<file path="src/tsf_pkg.sv">
/*
 * Package of the tape synchronizer function decoder: APB register map,
 * function code layout, status bit positions, reset values, states and
 * the structs that carry the tape handler pins.
 * Assumes a 200 MHz pclk and a tape handler whose pins are asynchronous.
 */
// Contract
// - Middle octal digit selects unit, units 0-3
// - Binary odd parity, coded even parity
// - 1X02 selects status one, 1X03 status two
// - 1X04 sets interrupt lockout, 1X05 clears it
// - 1X07 clears synchronizer back to idle
// - 1X10-1X13 write; bit0 density, bit1 coded
// - 1X14 writes a file mark
// - 1X20 searches forward, 1X21 backward, to mark
// - 1X22 rewinds to load point, 1X26 unloads
// - 1X24 one record forward, 1X25 backward
// - 1X30-1X33 read with mode, 1X34 plain read
// - Status one bits 0-3: coded, not ready, parity, program
// - Status one bits 4-7: EOF, tape mark, density, busy
// - Illegal BCD sets status one bits 0,2,3
// - Status two bits 0-6 as listed
package tsf_pkg;

	// ----------------------------------------------------------------
	// Register map
	// ----------------------------------------------------------------
	localparam logic [7:0] ADDR_FUNC = 8'h00;
	localparam logic [7:0] ADDR_DATA = 8'h04;
	localparam logic [7:0] ADDR_STAT1 = 8'h08;
	localparam logic [7:0] ADDR_STAT2 = 8'h0C;
	localparam logic [7:0] ADDR_UNIT = 8'h10;
	localparam logic [7:0] ADDR_STATE = 8'h14;

	// ----------------------------------------------------------------
	// Function code layout: group digit, unit digit, operation digits
	// ----------------------------------------------------------------
	localparam int GROUP_LSB = 9;
	localparam int UNIT_LSB = 6;
	localparam logic [2:0] GROUP_TAPE = 3'h1;
	localparam logic [2:0] UNIT_MAX = 3'h3;
	localparam logic [5:0] OP_STAT1 = 6'h02;
	localparam logic [5:0] OP_STAT2 = 6'h03;
	localparam logic [5:0] OP_LOCK_SET = 6'h04;
	localparam logic [5:0] OP_LOCK_CLR = 6'h05;
	localparam logic [5:0] OP_CLEAR = 6'h07;
	localparam logic [3:0] OP_WRITE_HI = 4'h2;
	localparam logic [5:0] OP_MARK = 6'h0C;
	localparam logic [5:0] OP_SRCH_FWD = 6'h10;
	localparam logic [5:0] OP_SRCH_BACK = 6'h11;
	localparam logic [5:0] OP_REWIND = 6'h12;
	localparam logic [5:0] OP_REC_FWD = 6'h14;
	localparam logic [5:0] OP_REC_BACK = 6'h15;
	localparam logic [5:0] OP_UNLOAD = 6'h16;
	localparam logic [3:0] OP_READ_HI = 4'h6;
	localparam logic [5:0] OP_READ_KEEP = 6'h1C;
	localparam int MODE_DENS_BIT = 0;
	localparam int MODE_CODED_BIT = 1;

	// ----------------------------------------------------------------
	// Status bit positions
	// ----------------------------------------------------------------
	localparam int S1_CODED = 0;
	localparam int S1_NOT_READY = 1;
	localparam int S1_PARITY = 2;
	localparam int S1_PROGRAM = 3;
	localparam int S1_EOF = 4;
	localparam int S1_TAPE_MARK = 5;
	localparam int S1_HIGH_DENS = 6;
	localparam int S1_BUSY = 7;
	localparam int S2_HIGH_DENS = 0;
	localparam int S2_EVEN = 1;
	localparam int S2_EOF = 2;
	localparam int S2_LOAD_POINT = 3;
	localparam int S2_WR_NOT_READY = 4;
	localparam int S2_SEARCHING = 5;
	localparam int S2_WR_MARK = 6;

	// ----------------------------------------------------------------
	// Reset values
	// ----------------------------------------------------------------
	localparam logic [1:0] UNIT_RESET = 2'h0;
	localparam logic LOCK_RESET = 1'b0;
	localparam logic CODED_RESET = 1'b0;
	localparam logic DENS_RESET = 1'b0;
	localparam logic [5:0] BCD_ILLEGAL = 6'h00;

	// Source of the word returned by a data read
	typedef enum logic [1:0] {
		TSF_SRC_DATA = 2'h0,
		TSF_SRC_STAT1 = 2'h1,
		TSF_SRC_STAT2 = 2'h2
	} tsf_src_e;

	// Gray coded along idle -> write -> read -> move -> mark
	typedef enum logic [2:0] {
		TSF_IDLE = 3'h0,
		TSF_WRITE = 3'h1,
		TSF_READ = 3'h3,
		TSF_MOVE = 3'h2,
		TSF_MARK = 3'h6
	} tsf_state_e;

	typedef struct packed {
		logic ready;
		logic load_point;
		logic end_tape;
		logic file_mark;
		logic rec_gap;
		logic write_ring;
		logic char_strobe;
		logic [6:0] rd_char;
	} tsf_tape_in_s;

	typedef struct packed {
		logic fwd;
		logic rev;
		logic write;
		logic rewind;
		logic unload;
		logic mark;
		logic high_density;
		logic even_parity;
		logic wr_valid;
		logic [6:0] wr_char;
	} tsf_tape_out_s;

endpackage : tsf_pkg

</file>
<file path="src/tsf_sync.sv">
/*
 * Two flip-flop synchronizer for a group of level signals.
 * Assumes each bit settles between edges seen by the second stage.
 */
`timescale 1ns/100ps
`default_nettype none
module tsf_sync #(
	parameter int W = 1
) (
	input wire logic clk,
	input wire logic rst_n,
	input wire logic [W-1:0] d,
	output logic [W-1:0] q
);
	logic [W-1:0] meta_r;

	if (W < 1) begin : g_bad_width
		$error("tsf_sync width must be positive");
	end

	// First stage feeds only the second
	always_ff @(posedge clk or negedge rst_n) begin
		if (!rst_n) begin
			meta_r <= '0;
			q <= '0;
		end else begin
			meta_r <= d;
			q <= meta_r;
		end
	end
endmodule : tsf_sync
`default_nettype wire

</file>
<file path="src/tsf_parity.sv">
/*
 * Parity generator and checker for one tape character.
 * Character is six data bits plus parity in bit 6; purely combinational.
 */
`timescale 1ns/100ps
`default_nettype none
module tsf_parity #(
	parameter int W = 6
) (
	input wire logic even_mode,
	input wire logic [W-1:0] wr_data,
	input wire logic [W:0] rd_char,
	output logic wr_par,
	output logic rd_err
);
	if (W < 1) begin : g_bad_width
		$error("tsf_parity width must be positive");
	end

	// Odd mode makes the total count of ones odd, even mode even
	assign wr_par = (^wr_data) ^ ~even_mode;
	assign rd_err = (^rd_char) ^ ~even_mode;
endmodule : tsf_parity
`default_nettype wire

</file>
<file path="src/tsf_decoder.sv">
/*
 * Tape synchronizer function decoder and status responder.
 * The host I/O channel is seen as APB registers: function word, data
 * word, two status words, unit select setting and state. The tape
 * handler pins are asynchronous and are synchronized before use.
 */
`timescale 1ns/100ps
`default_nettype none
module tsf_decoder (
	input wire logic pclk,
	input wire logic presetn,
	input wire logic psel,
	input wire logic penable,
	input wire logic pwrite,
	input wire logic [7:0] paddr,
	input wire logic [31:0] pwdata,
	output logic [31:0] prdata,
	output logic pready,
	output logic pslverr,
	input wire tsf_pkg::tsf_tape_in_s tape_in,
	output tsf_pkg::tsf_tape_out_s tape_out,
	output logic sync_irq
);

	// ----------------------------------------------------------------
	// Declarations
	// ----------------------------------------------------------------
	tsf_pkg::tsf_tape_in_s tin, tin_prev_r;
	tsf_pkg::tsf_state_e state_r;
	tsf_pkg::tsf_src_e src_r;
	logic [5:0] op_r, rx_r, fop;
	logic [1:0] unit_r;
	logic lock_r, coded_r, dens_r, perr_r, prog_r, bcd_r, eof_r, done_r;
	logic setup, access, wr_func, wr_data, mapped, selected;
	logic fop_write, fop_read, fop_move, known_op, move_end;
	logic strobe_rise, mark_rise, gap_rise, lp_rise;
	logic par_bit, rd_par_err, bcd_bad;
	logic [11:0] fcode;
	logic [7:0] stat1, stat2;
	logic [31:0] rdata_nxt;

	// ----------------------------------------------------------------
	// Tape handler pin synchronizers
	// ----------------------------------------------------------------
	tsf_sync #(.W($bits(tsf_pkg::tsf_tape_in_s))) u_sync (
		.clk(pclk),
		.rst_n(presetn),
		.d(tape_in),
		.q(tin)
	);

	always_ff @(posedge pclk or negedge presetn) begin
		if (!presetn) begin
			tin_prev_r <= '0;
		end else begin
			tin_prev_r <= tin;
		end
	end

	assign strobe_rise = tin.char_strobe & ~tin_prev_r.char_strobe;
	assign mark_rise = tin.file_mark & ~tin_prev_r.file_mark;
	assign gap_rise = tin.rec_gap & ~tin_prev_r.rec_gap;
	assign lp_rise = tin.load_point & ~tin_prev_r.load_point;

	// ----------------------------------------------------------------
	// APB decode
	// ----------------------------------------------------------------
	// Zero wait states: every access completes in its first access cycle
	assign pready = 1'b1;
	assign setup = psel & ~penable;
	assign access = psel & penable;

	always_comb begin
		if ((paddr == tsf_pkg::ADDR_FUNC) | (paddr == tsf_pkg::ADDR_DATA)
			| (paddr == tsf_pkg::ADDR_STAT1) | (paddr == tsf_pkg::ADDR_STAT2)) begin
			mapped = 1'b1;
		end else if ((paddr == tsf_pkg::ADDR_UNIT) | (paddr == tsf_pkg::ADDR_STATE)) begin
			mapped = 1'b1;
		end else begin
			mapped = 1'b0;
		end
	end

	assign pslverr = access & ~mapped;
	assign wr_func = access & pwrite & (paddr == tsf_pkg::ADDR_FUNC);
	assign wr_data = access & pwrite & (paddr == tsf_pkg::ADDR_DATA);

	// ----------------------------------------------------------------
	// Function code decode
	// ----------------------------------------------------------------
	assign fcode = pwdata[11:0];
	assign fop = fcode[5:0];
	// Unit digit must match the handler's unit setting, units 0-3 only
	assign selected = wr_func
		& (fcode[tsf_pkg::GROUP_LSB +: 3] == tsf_pkg::GROUP_TAPE)
		& (fcode[tsf_pkg::UNIT_LSB +: 3] <= tsf_pkg::UNIT_MAX)
		& (fcode[tsf_pkg::UNIT_LSB +: 2] == unit_r);
	assign fop_write = (fop[5:2] == tsf_pkg::OP_WRITE_HI);
	assign fop_read = (fop[5:2] == tsf_pkg::OP_READ_HI)
		| (fop == tsf_pkg::OP_READ_KEEP);
	assign fop_move = (fop == tsf_pkg::OP_SRCH_FWD) | (fop == tsf_pkg::OP_SRCH_BACK)
		| (fop == tsf_pkg::OP_REWIND) | (fop == tsf_pkg::OP_UNLOAD)
		| (fop == tsf_pkg::OP_REC_FWD) | (fop == tsf_pkg::OP_REC_BACK);
	assign known_op = fop_write | fop_read | fop_move
		| (fop == tsf_pkg::OP_MARK) | (fop == tsf_pkg::OP_STAT1)
		| (fop == tsf_pkg::OP_STAT2) | (fop == tsf_pkg::OP_LOCK_SET)
		| (fop == tsf_pkg::OP_LOCK_CLR) | (fop == tsf_pkg::OP_CLEAR);

	// ----------------------------------------------------------------
	// Unit select setting and interrupt lockout
	// ----------------------------------------------------------------
	always_ff @(posedge pclk or negedge presetn) begin
		if (!presetn) begin
			unit_r <= tsf_pkg::UNIT_RESET;
		end else if (access & pwrite & (paddr == tsf_pkg::ADDR_UNIT)) begin
			unit_r <= pwdata[1:0];
		end
	end

	always_ff @(posedge pclk or negedge presetn) begin
		if (!presetn) begin
			lock_r <= tsf_pkg::LOCK_RESET;
		end else if (selected & (fop == tsf_pkg::OP_LOCK_SET)) begin
			lock_r <= 1'b1;
		end else if (selected & (fop == tsf_pkg::OP_LOCK_CLR)) begin
			lock_r <= 1'b0;
		end
	end

	// ----------------------------------------------------------------
	// Mode: density and parity, kept by status and plain read
	// ----------------------------------------------------------------
	always_ff @(posedge pclk or negedge presetn) begin
		if (!presetn) begin
			coded_r <= tsf_pkg::CODED_RESET;
			dens_r <= tsf_pkg::DENS_RESET;
		end else if (selected & (fop_write | (fop_read & (fop != tsf_pkg::OP_READ_KEEP)))) begin
			dens_r <= fop[tsf_pkg::MODE_DENS_BIT];
			coded_r <= fop[tsf_pkg::MODE_CODED_BIT];
		end
	end

	// ----------------------------------------------------------------
	// Operation sequencer
	// ----------------------------------------------------------------
	// Motion ends on the handler event that matches the held operation
	always_comb begin
		case (op_r)
			tsf_pkg::OP_SRCH_FWD: move_end = mark_rise | tin.end_tape;
			tsf_pkg::OP_SRCH_BACK: move_end = mark_rise | lp_rise;
			tsf_pkg::OP_REWIND: move_end = lp_rise;
			tsf_pkg::OP_UNLOAD: move_end = ~tin.ready;
			tsf_pkg::OP_REC_FWD: move_end = gap_rise | tin.end_tape;
			tsf_pkg::OP_REC_BACK: move_end = gap_rise | lp_rise;
			default: move_end = 1'b1;
		endcase
	end

	always_ff @(posedge pclk or negedge presetn) begin
		if (!presetn) begin
			state_r <= tsf_pkg::TSF_IDLE;
			op_r <= '0;
		end else if (selected & (fop == tsf_pkg::OP_CLEAR)) begin
			state_r <= tsf_pkg::TSF_IDLE;
		end else if (selected & fop_write) begin
			state_r <= tsf_pkg::TSF_WRITE;
			op_r <= fop;
		end else if (selected & fop_read) begin
			state_r <= tsf_pkg::TSF_READ;
			op_r <= fop;
		end else if (selected & fop_move) begin
			state_r <= tsf_pkg::TSF_MOVE;
			op_r <= fop;
		end else if (selected & (fop == tsf_pkg::OP_MARK)) begin
			state_r <= tsf_pkg::TSF_MARK;
			op_r <= fop;
		end else begin
			case (state_r)
				tsf_pkg::TSF_READ: if (gap_rise | tin.end_tape) state_r <= tsf_pkg::TSF_IDLE;
				tsf_pkg::TSF_MOVE: if (move_end) state_r <= tsf_pkg::TSF_IDLE;
				tsf_pkg::TSF_MARK: if (mark_rise) state_r <= tsf_pkg::TSF_IDLE;
				tsf_pkg::TSF_WRITE: if (tin.end_tape | ~tin.ready) state_r <= tsf_pkg::TSF_IDLE;
				default: state_r <= tsf_pkg::TSF_IDLE;
			endcase
		end
	end

	// ----------------------------------------------------------------
	// Character path with parity
	// ----------------------------------------------------------------
	tsf_parity #(.W(6)) u_parity (
		.even_mode(coded_r),
		.wr_data(pwdata[5:0]),
		.rd_char(tin.rd_char),
		.wr_par(par_bit),
		.rd_err(rd_par_err)
	);

	assign bcd_bad = coded_r & (pwdata[5:0] == tsf_pkg::BCD_ILLEGAL);

	always_ff @(posedge pclk or negedge presetn) begin
		if (!presetn) begin
			rx_r <= '0;
		end else if (strobe_rise & (state_r == tsf_pkg::TSF_READ)) begin
			rx_r <= tin.rd_char[5:0];
		end
	end

	// ----------------------------------------------------------------
	// Sticky status flags: a new function code clears, events win
	// ----------------------------------------------------------------
	always_ff @(posedge pclk or negedge presetn) begin
		if (!presetn) begin
			perr_r <= 1'b0;
			prog_r <= 1'b0;
			bcd_r <= 1'b0;
			eof_r <= 1'b0;
		end else begin
			if ((strobe_rise & (state_r == tsf_pkg::TSF_READ) & rd_par_err)
				| (wr_data & (state_r == tsf_pkg::TSF_WRITE) & bcd_bad)) begin
				perr_r <= 1'b1;
			end else if (selected) begin
				perr_r <= 1'b0;
			end
			if ((wr_data & (state_r != tsf_pkg::TSF_WRITE))
				| (wr_data & bcd_bad) | (selected & ~known_op)) begin
				prog_r <= 1'b1;
			end else if (selected) begin
				prog_r <= 1'b0;
			end
			if (wr_data & (state_r == tsf_pkg::TSF_WRITE) & bcd_bad) begin
				bcd_r <= 1'b1;
			end else if (selected) begin
				bcd_r <= 1'b0;
			end
			if (mark_rise & ((state_r == tsf_pkg::TSF_MOVE)
				| (state_r == tsf_pkg::TSF_READ))) begin
				eof_r <= 1'b1;
			end else if (selected) begin
				eof_r <= 1'b0;
			end
		end
	end

	// Set in any busy state on move_end, a record gap or a file mark unless a move code is taken that cycle, raised to the host unless locked out
	always_ff @(posedge pclk or negedge presetn) begin
		if (!presetn) begin
			done_r <= 1'b0;
		end else if ((state_r != tsf_pkg::TSF_IDLE) & ~(selected & fop_move)
			& (move_end | gap_rise | mark_rise)) begin
			done_r <= 1'b1;
		end else if (selected) begin
			done_r <= 1'b0;
		end
	end

	always_ff @(posedge pclk or negedge presetn) begin
		if (!presetn) begin
			sync_irq <= 1'b0;
		end else begin
			sync_irq <= done_r & ~lock_r;
		end
	end

	// ----------------------------------------------------------------
	// Status words
	// ----------------------------------------------------------------
	always_comb begin
		stat1 = '0;
		stat1[tsf_pkg::S1_CODED] = coded_r | bcd_r;
		stat1[tsf_pkg::S1_NOT_READY] = ~tin.ready;
		stat1[tsf_pkg::S1_PARITY] = perr_r;
		stat1[tsf_pkg::S1_PROGRAM] = prog_r;
		stat1[tsf_pkg::S1_EOF] = eof_r;
		stat1[tsf_pkg::S1_TAPE_MARK] = tin.load_point | tin.end_tape;
		stat1[tsf_pkg::S1_HIGH_DENS] = dens_r;
		stat1[tsf_pkg::S1_BUSY] = (state_r != tsf_pkg::TSF_IDLE);
		stat2 = '0;
		stat2[tsf_pkg::S2_HIGH_DENS] = dens_r;
		stat2[tsf_pkg::S2_EVEN] = coded_r;
		stat2[tsf_pkg::S2_EOF] = eof_r;
		stat2[tsf_pkg::S2_LOAD_POINT] = tin.load_point;
		stat2[tsf_pkg::S2_WR_NOT_READY] = ~tin.ready | ~tin.write_ring;
		stat2[tsf_pkg::S2_SEARCHING] = (state_r == tsf_pkg::TSF_MOVE)
			& ((op_r == tsf_pkg::OP_SRCH_FWD) | (op_r == tsf_pkg::OP_SRCH_BACK));
		stat2[tsf_pkg::S2_WR_MARK] = (state_r == tsf_pkg::TSF_MARK);
	end

	// A status request steers data reads until the next accepted code
	always_ff @(posedge pclk or negedge presetn) begin
		if (!presetn) begin
			src_r <= tsf_pkg::TSF_SRC_DATA;
		end else if (selected & (fop == tsf_pkg::OP_STAT1)) begin
			src_r <= tsf_pkg::TSF_SRC_STAT1;
		end else if (selected & (fop == tsf_pkg::OP_STAT2)) begin
			src_r <= tsf_pkg::TSF_SRC_STAT2;
		end else if (selected) begin
			src_r <= tsf_pkg::TSF_SRC_DATA;
		end
	end

	// ----------------------------------------------------------------
	// Read data, captured in the setup cycle
	// ----------------------------------------------------------------
	always_comb begin
		rdata_nxt = '0;
		if (paddr == tsf_pkg::ADDR_DATA) begin
			case (src_r)
				tsf_pkg::TSF_SRC_STAT1: rdata_nxt = {24'h000000, stat1};
				tsf_pkg::TSF_SRC_STAT2: rdata_nxt = {24'h000000, stat2};
				default: rdata_nxt = {26'h0000000, rx_r};
			endcase
		end else if (paddr == tsf_pkg::ADDR_STAT1) begin
			rdata_nxt = {24'h000000, stat1};
		end else if (paddr == tsf_pkg::ADDR_STAT2) begin
			rdata_nxt = {24'h000000, stat2};
		end else if (paddr == tsf_pkg::ADDR_UNIT) begin
			rdata_nxt = {30'h00000000, unit_r};
		end else if (paddr == tsf_pkg::ADDR_STATE) begin
			rdata_nxt = {26'h0000000, src_r, lock_r, state_r};
		end
	end

	always_ff @(posedge pclk or negedge presetn) begin
		if (!presetn) begin
			prdata <= '0;
		end else if (setup & ~pwrite) begin
			prdata <= rdata_nxt;
		end
	end

	// ----------------------------------------------------------------
	// Tape handler commands
	// ----------------------------------------------------------------
	always_ff @(posedge pclk or negedge presetn) begin
		if (!presetn) begin
			tape_out <= '0;
		end else begin
			// Character fields share this process so the port has one driver
			tape_out.wr_valid <= wr_data & (state_r == tsf_pkg::TSF_WRITE);
			if (wr_data & (state_r == tsf_pkg::TSF_WRITE)) begin
				tape_out.wr_char <= {par_bit, pwdata[5:0]};
			end
			tape_out.fwd <= (state_r == tsf_pkg::TSF_READ) | (state_r == tsf_pkg::TSF_WRITE)
				| (state_r == tsf_pkg::TSF_MARK) | ((state_r == tsf_pkg::TSF_MOVE)
				& ((op_r == tsf_pkg::OP_SRCH_FWD) | (op_r == tsf_pkg::OP_REC_FWD)));
			tape_out.rev <= (state_r == tsf_pkg::TSF_MOVE)
				& ((op_r == tsf_pkg::OP_SRCH_BACK) | (op_r == tsf_pkg::OP_REC_BACK));
			tape_out.write <= (state_r == tsf_pkg::TSF_WRITE);
			tape_out.rewind <= (state_r == tsf_pkg::TSF_MOVE) & (op_r == tsf_pkg::OP_REWIND);
			tape_out.unload <= (state_r == tsf_pkg::TSF_MOVE) & (op_r == tsf_pkg::OP_UNLOAD);
			tape_out.mark <= (state_r == tsf_pkg::TSF_MARK);
			tape_out.high_density <= dens_r;
			tape_out.even_parity <= coded_r;
		end
	end

endmodule : tsf_decoder
`default_nettype wire

</file>
<file path="config.mk">
export PLATFORM = sky130hd
export DESIGN_NAME = tsf_decoder
export DESIGN_NICKNAME = d
export VERILOG_FILES = /design/src/tsf_pkg.sv /design/src/tsf_sync.sv /design/src/tsf_parity.sv /design/src/tsf_decoder.sv
export SDC_FILE = /design/constraint.sdc
export NUM_CORES = 1
export LEC_CHECK = 0
export BUFFER_PORTS_ARGS = -buffer_cell sky130_fd_sc_hd__buf_2
export CORE_ASPECT_RATIO = 2
export CORE_MARGIN = 2
export CORE_UTILIZATION = 56
export DETAILED_ROUTE_END_ITERATION = 8
export PLACE_DENSITY_LB_ADDON = 0.1
export SLEW_MARGIN = 10
export SYNTH_ARGS = -nofsm -noshare
export SYNTH_HDL_FRONTEND = slang
export SYNTH_HIERARCHICAL = 1
export SYNTH_SLANG_ARGS = --single-unit
</file>
<file path="constraint.sdc">
create_clock -name pclk -period 4.35 [get_ports pclk]
set_clock_uncertainty 0.2 [all_clocks]
set_input_delay 0.435 -clock pclk [delete_from_list [all_inputs] [get_ports pclk]]
set_output_delay 0.435 -clock pclk [all_outputs]
set_load 0.1 [all_outputs]
</file>
==> impl_metrics.tcl <==
set metrics [dict create \
    status "finished clean" \
    fmax_ghz 0.375 \
    reg2reg_slack_ps 1800 \
    grt_pass1_wl_um 14000 \
    relSlewSlack_pct 28.9 \
    yosys.area.top_type "dfrtp_1" \
    hpwl_um 6290 \
    required_ps 3710 \
    grt_max_degree 85 \
    ys_seq_area_share_pct 53.0 \
    ant_nets 0 \
    period_needed_ps 2670 \
    drt_first_iter_violations 150 \
    final_cells 521 \
    cap_violations 0 \
    setup_tns_ps 0 \
    cts.sinks 84 \
    path_class "input port to output port" \
    synth_area_um2 3970 \
    cts_root_buffer "clkbuf_16" \
    finalSetupViolCount 0 \
    worstSetupEndpoint "pslverr" \
    antenna_found_initial 0 \
    vdd_drop_max_mv 0.421 \
    die_w_um 63.5 \
    track_usage_pct 23.8 \
    die_height_um 123 \
    synth_edf_count 0 \
    grt_pass1_vias 2804 \
    crit_fanout 8 \
    avgSynthCellArea_um2 11.1 \
    slew_viol_final 0 \
    r2r-start "state_r[1]" \
    slowest_delay_ps 550 \
    clk_latency_ps 340 \
    insertedDiodeCount 0 \
    cpMostUsedCell "buf_2" \
    ios 110 \
    postCtsResizedCells 0 \
    ys_types 61 \
    r2r-end "prdata[5]" \
    critPathLaunch "paddr[7]" \
    endpoint_kind "output port" \
    dp.cells 491 \
    h-tree-depth 3 \
    synth_top_area_share_pct 53.0 \
    drtPass1Iterations 4 \
    critPathLaunchType "input port" \
    ys_ff_latch 84 \
    hold_viol_final 0 \
    post_drt_wl_per_cell_um 16.6 \
    drive_gt1_share_pct 26.7 \
    route.vias.total 2874 \
    synth_ff_type "dfrtp_1" \
    start_util_pct 57.6 \
    synthTopCellsByArea "dfrtp_1, mux2_2, buf_4" \
    die-area_um2 7810 \
    syn_inst 357 \
    cts_tree "built" \
    period_share_pct 61.3 \
    worst_path_max_delay_cell "or4_4" \
    p_leak_nw 2.18 \
    async_reset_ff_share_pct 100 \
    globalRouteOverflowTotal 0 \
    area_growth_pct 17.1 \
    yosys_warnings 6 \
    worst_pin_slew_ps 1060 \
    grt_setup_unrepaired "no" \
    crit_chain "buf_2 > or4_4 > nor2_1 > a21oi_1 > buf_2" \
    drc 0 \
    std_cell_rows 43 \
    core_um2 6890 \
    vias_per_cell 5.52 \
    clk_path_buf_depth 2 \
    powerDensity_nw_per_um2 382 \
    cp.arrival_ps 2030 \
    clk_pin_slew_worst_paths_ps 60 \
    numCtsBuffers 9 \
    gp_congestion 0.933 \
    final_nets 487 \
    r2r_cells 5 \
    hold_class "input port to async pin" \
    portBuffers 64 \
    wl_um 8640 \
]
cells by family (layout without fill, tap and decap cells):
| kind of cell | Yosys count | in the layout | synth area share, % |
|---|---|---|---|
| and+or+nand+nor | 103 | 103 | 15.1 |
| muxes | 27 | 27 | 8.24 |
| DFF | 84 | 84 | 53.0 |
| adders and majority gates | 2 | 2 | 0.631 |
| AOI/OAI and AO/OA | 71 | 71 | 11.9 |
| xor gates and xnor gates | 15 | 15 | 3.31 |
| buffers and inverters | 53 | 104 | 7.64 |
| other | 2 | 25 | 0.189 |
stage by stage:
stage	setup slack [ps]	hold slack (ps)	util, %	total power [W]	instance area (µm²)
2_1_floorplan	1480	-60.6	-	0.00103	4050
3_3_place_gp	1390	131	61.3	0.00107	4220
3_5_place_dp	1380	136	61.3	0.00107	4220
4_1_cts	1690	3.02	67.3	0.00179	4630
5_1_grt	1630	156	67.4	0.00184	4640
6_report	1680	60.7	67.4	0.00178	4640
synth_stat cells (2+ instances only):
library cell / instances
nor4_1: 3
a22oi_1: 5
nand3b_1: 3
mux2_4: 4
buf_4: 25
a32oi_1: 2
o21ai_0: 22
dfrtp_1: 84
nor2_1: 17
nor3_1: 6
mux2i_1: 3
and3_1: 3
o2111ai_1: 3
nor2b_1: 8
or3b_2: 3
nand3_1: 3
nor4b_1: 2
and3b_1: 3
mux2_2: 19
o31ai_1: 5
nand2_1: 24
o211ai_1: 3
nor3b_1: 2
buf_2: 2
o22ai_1: 2
ha_1: 2
xnor2_1: 14
or4_4: 2
conb_1: 2
clkbuf_1: 14
or3_1: 2
a221oi_1: 2
inv_1: 10
o311ai_0: 3
a221o_1: 2
nand2b_1: 9
a32o_1: 3
a21oi_1: 12
and2_1: 2
placed cells by master, fill, tap and decap left out, types with 8 or more instances in the layout:
cell type / n
nand2b_1: 9
conb_1: 25
dfrtp_1: 84
nor2_1: 17
xnor2_1: 14
buf_2: 63
dlygate4sd3_1: 14
o21ai_0: 22
a21oi_1: 12
nor2b_1: 8
mux2_2: 19
inv_1: 10
nand2_1: 24
clkbuf_16: 9
what timing repair did:
action                                  in CTS  in global routing
endpoints found under the hold margin       13                  1
hold buffers                                13                  1
endpoints found under the setup margin       0                  0
setup buffers                                0                  0
how the worst min path moves through the flow:
stage | start | cells past startpoint | end | slack [ps]
finish | presetn | 1 | tape_out[15] | 60
global route | u_sync/meta_r[6] | 0 | u_sync/q[6] | 160
CTS | tape_in[11] | 1 | u_sync/meta_r[11] | 3
detailed placement | u_sync/meta_r[1] | 0 | u_sync/q[1] | 140
global placement | u_sync/meta_r[0] | 0 | u_sync/q[0] | 130
floorplan | presetn | 0 | bcd_r | -60
flip-flops by register name, indices dropped and copies added, names as in the netlist, 2 cells and up:
name,flops
op_r,6
prdata,8
rx_r,6
src_r,2
state_r,3
tape_out,16
tin_prev_r,4
u_sync/meta_r,14
u_sync/q,14
unit_r,2
power breakdown:
group / switching [W] / internal [W]
logic: 0.000201 / 0.0000527
clock network: 0.000317 / 0.000394
registers: 0.0000109 / 0.000801
routing by layer:
| layer | routed length [µm] | global-route usage [%] |
|---|---|---|
| met1 | 3260 | 26.4 |
| met2 | 4600 | 42.0 |
| met3 | 393 | 4.64 |
| met4 | 385 | 13.9 |
| met5 | 0 | 0 |
layout make-up:
cell class,count,area [µm²]
Fill cell,587,2240
Clock buffer,9,225
Tap cell,90,113
Clock inverter,7,57.6
Inverter,10,37.5
Sequential cell,84,2100
Timing Repair Buffer,78,463
Multi-Input combinational cell,243,1650
worst max-delay path, delay by kind of cell:
family,cells,cell delay [ps]
AOI/OAI and AO/OA,1,120
and+or+nand+nor,2,1050
buffers and inverters,2,420
Power figures use the tool's default switching activity.
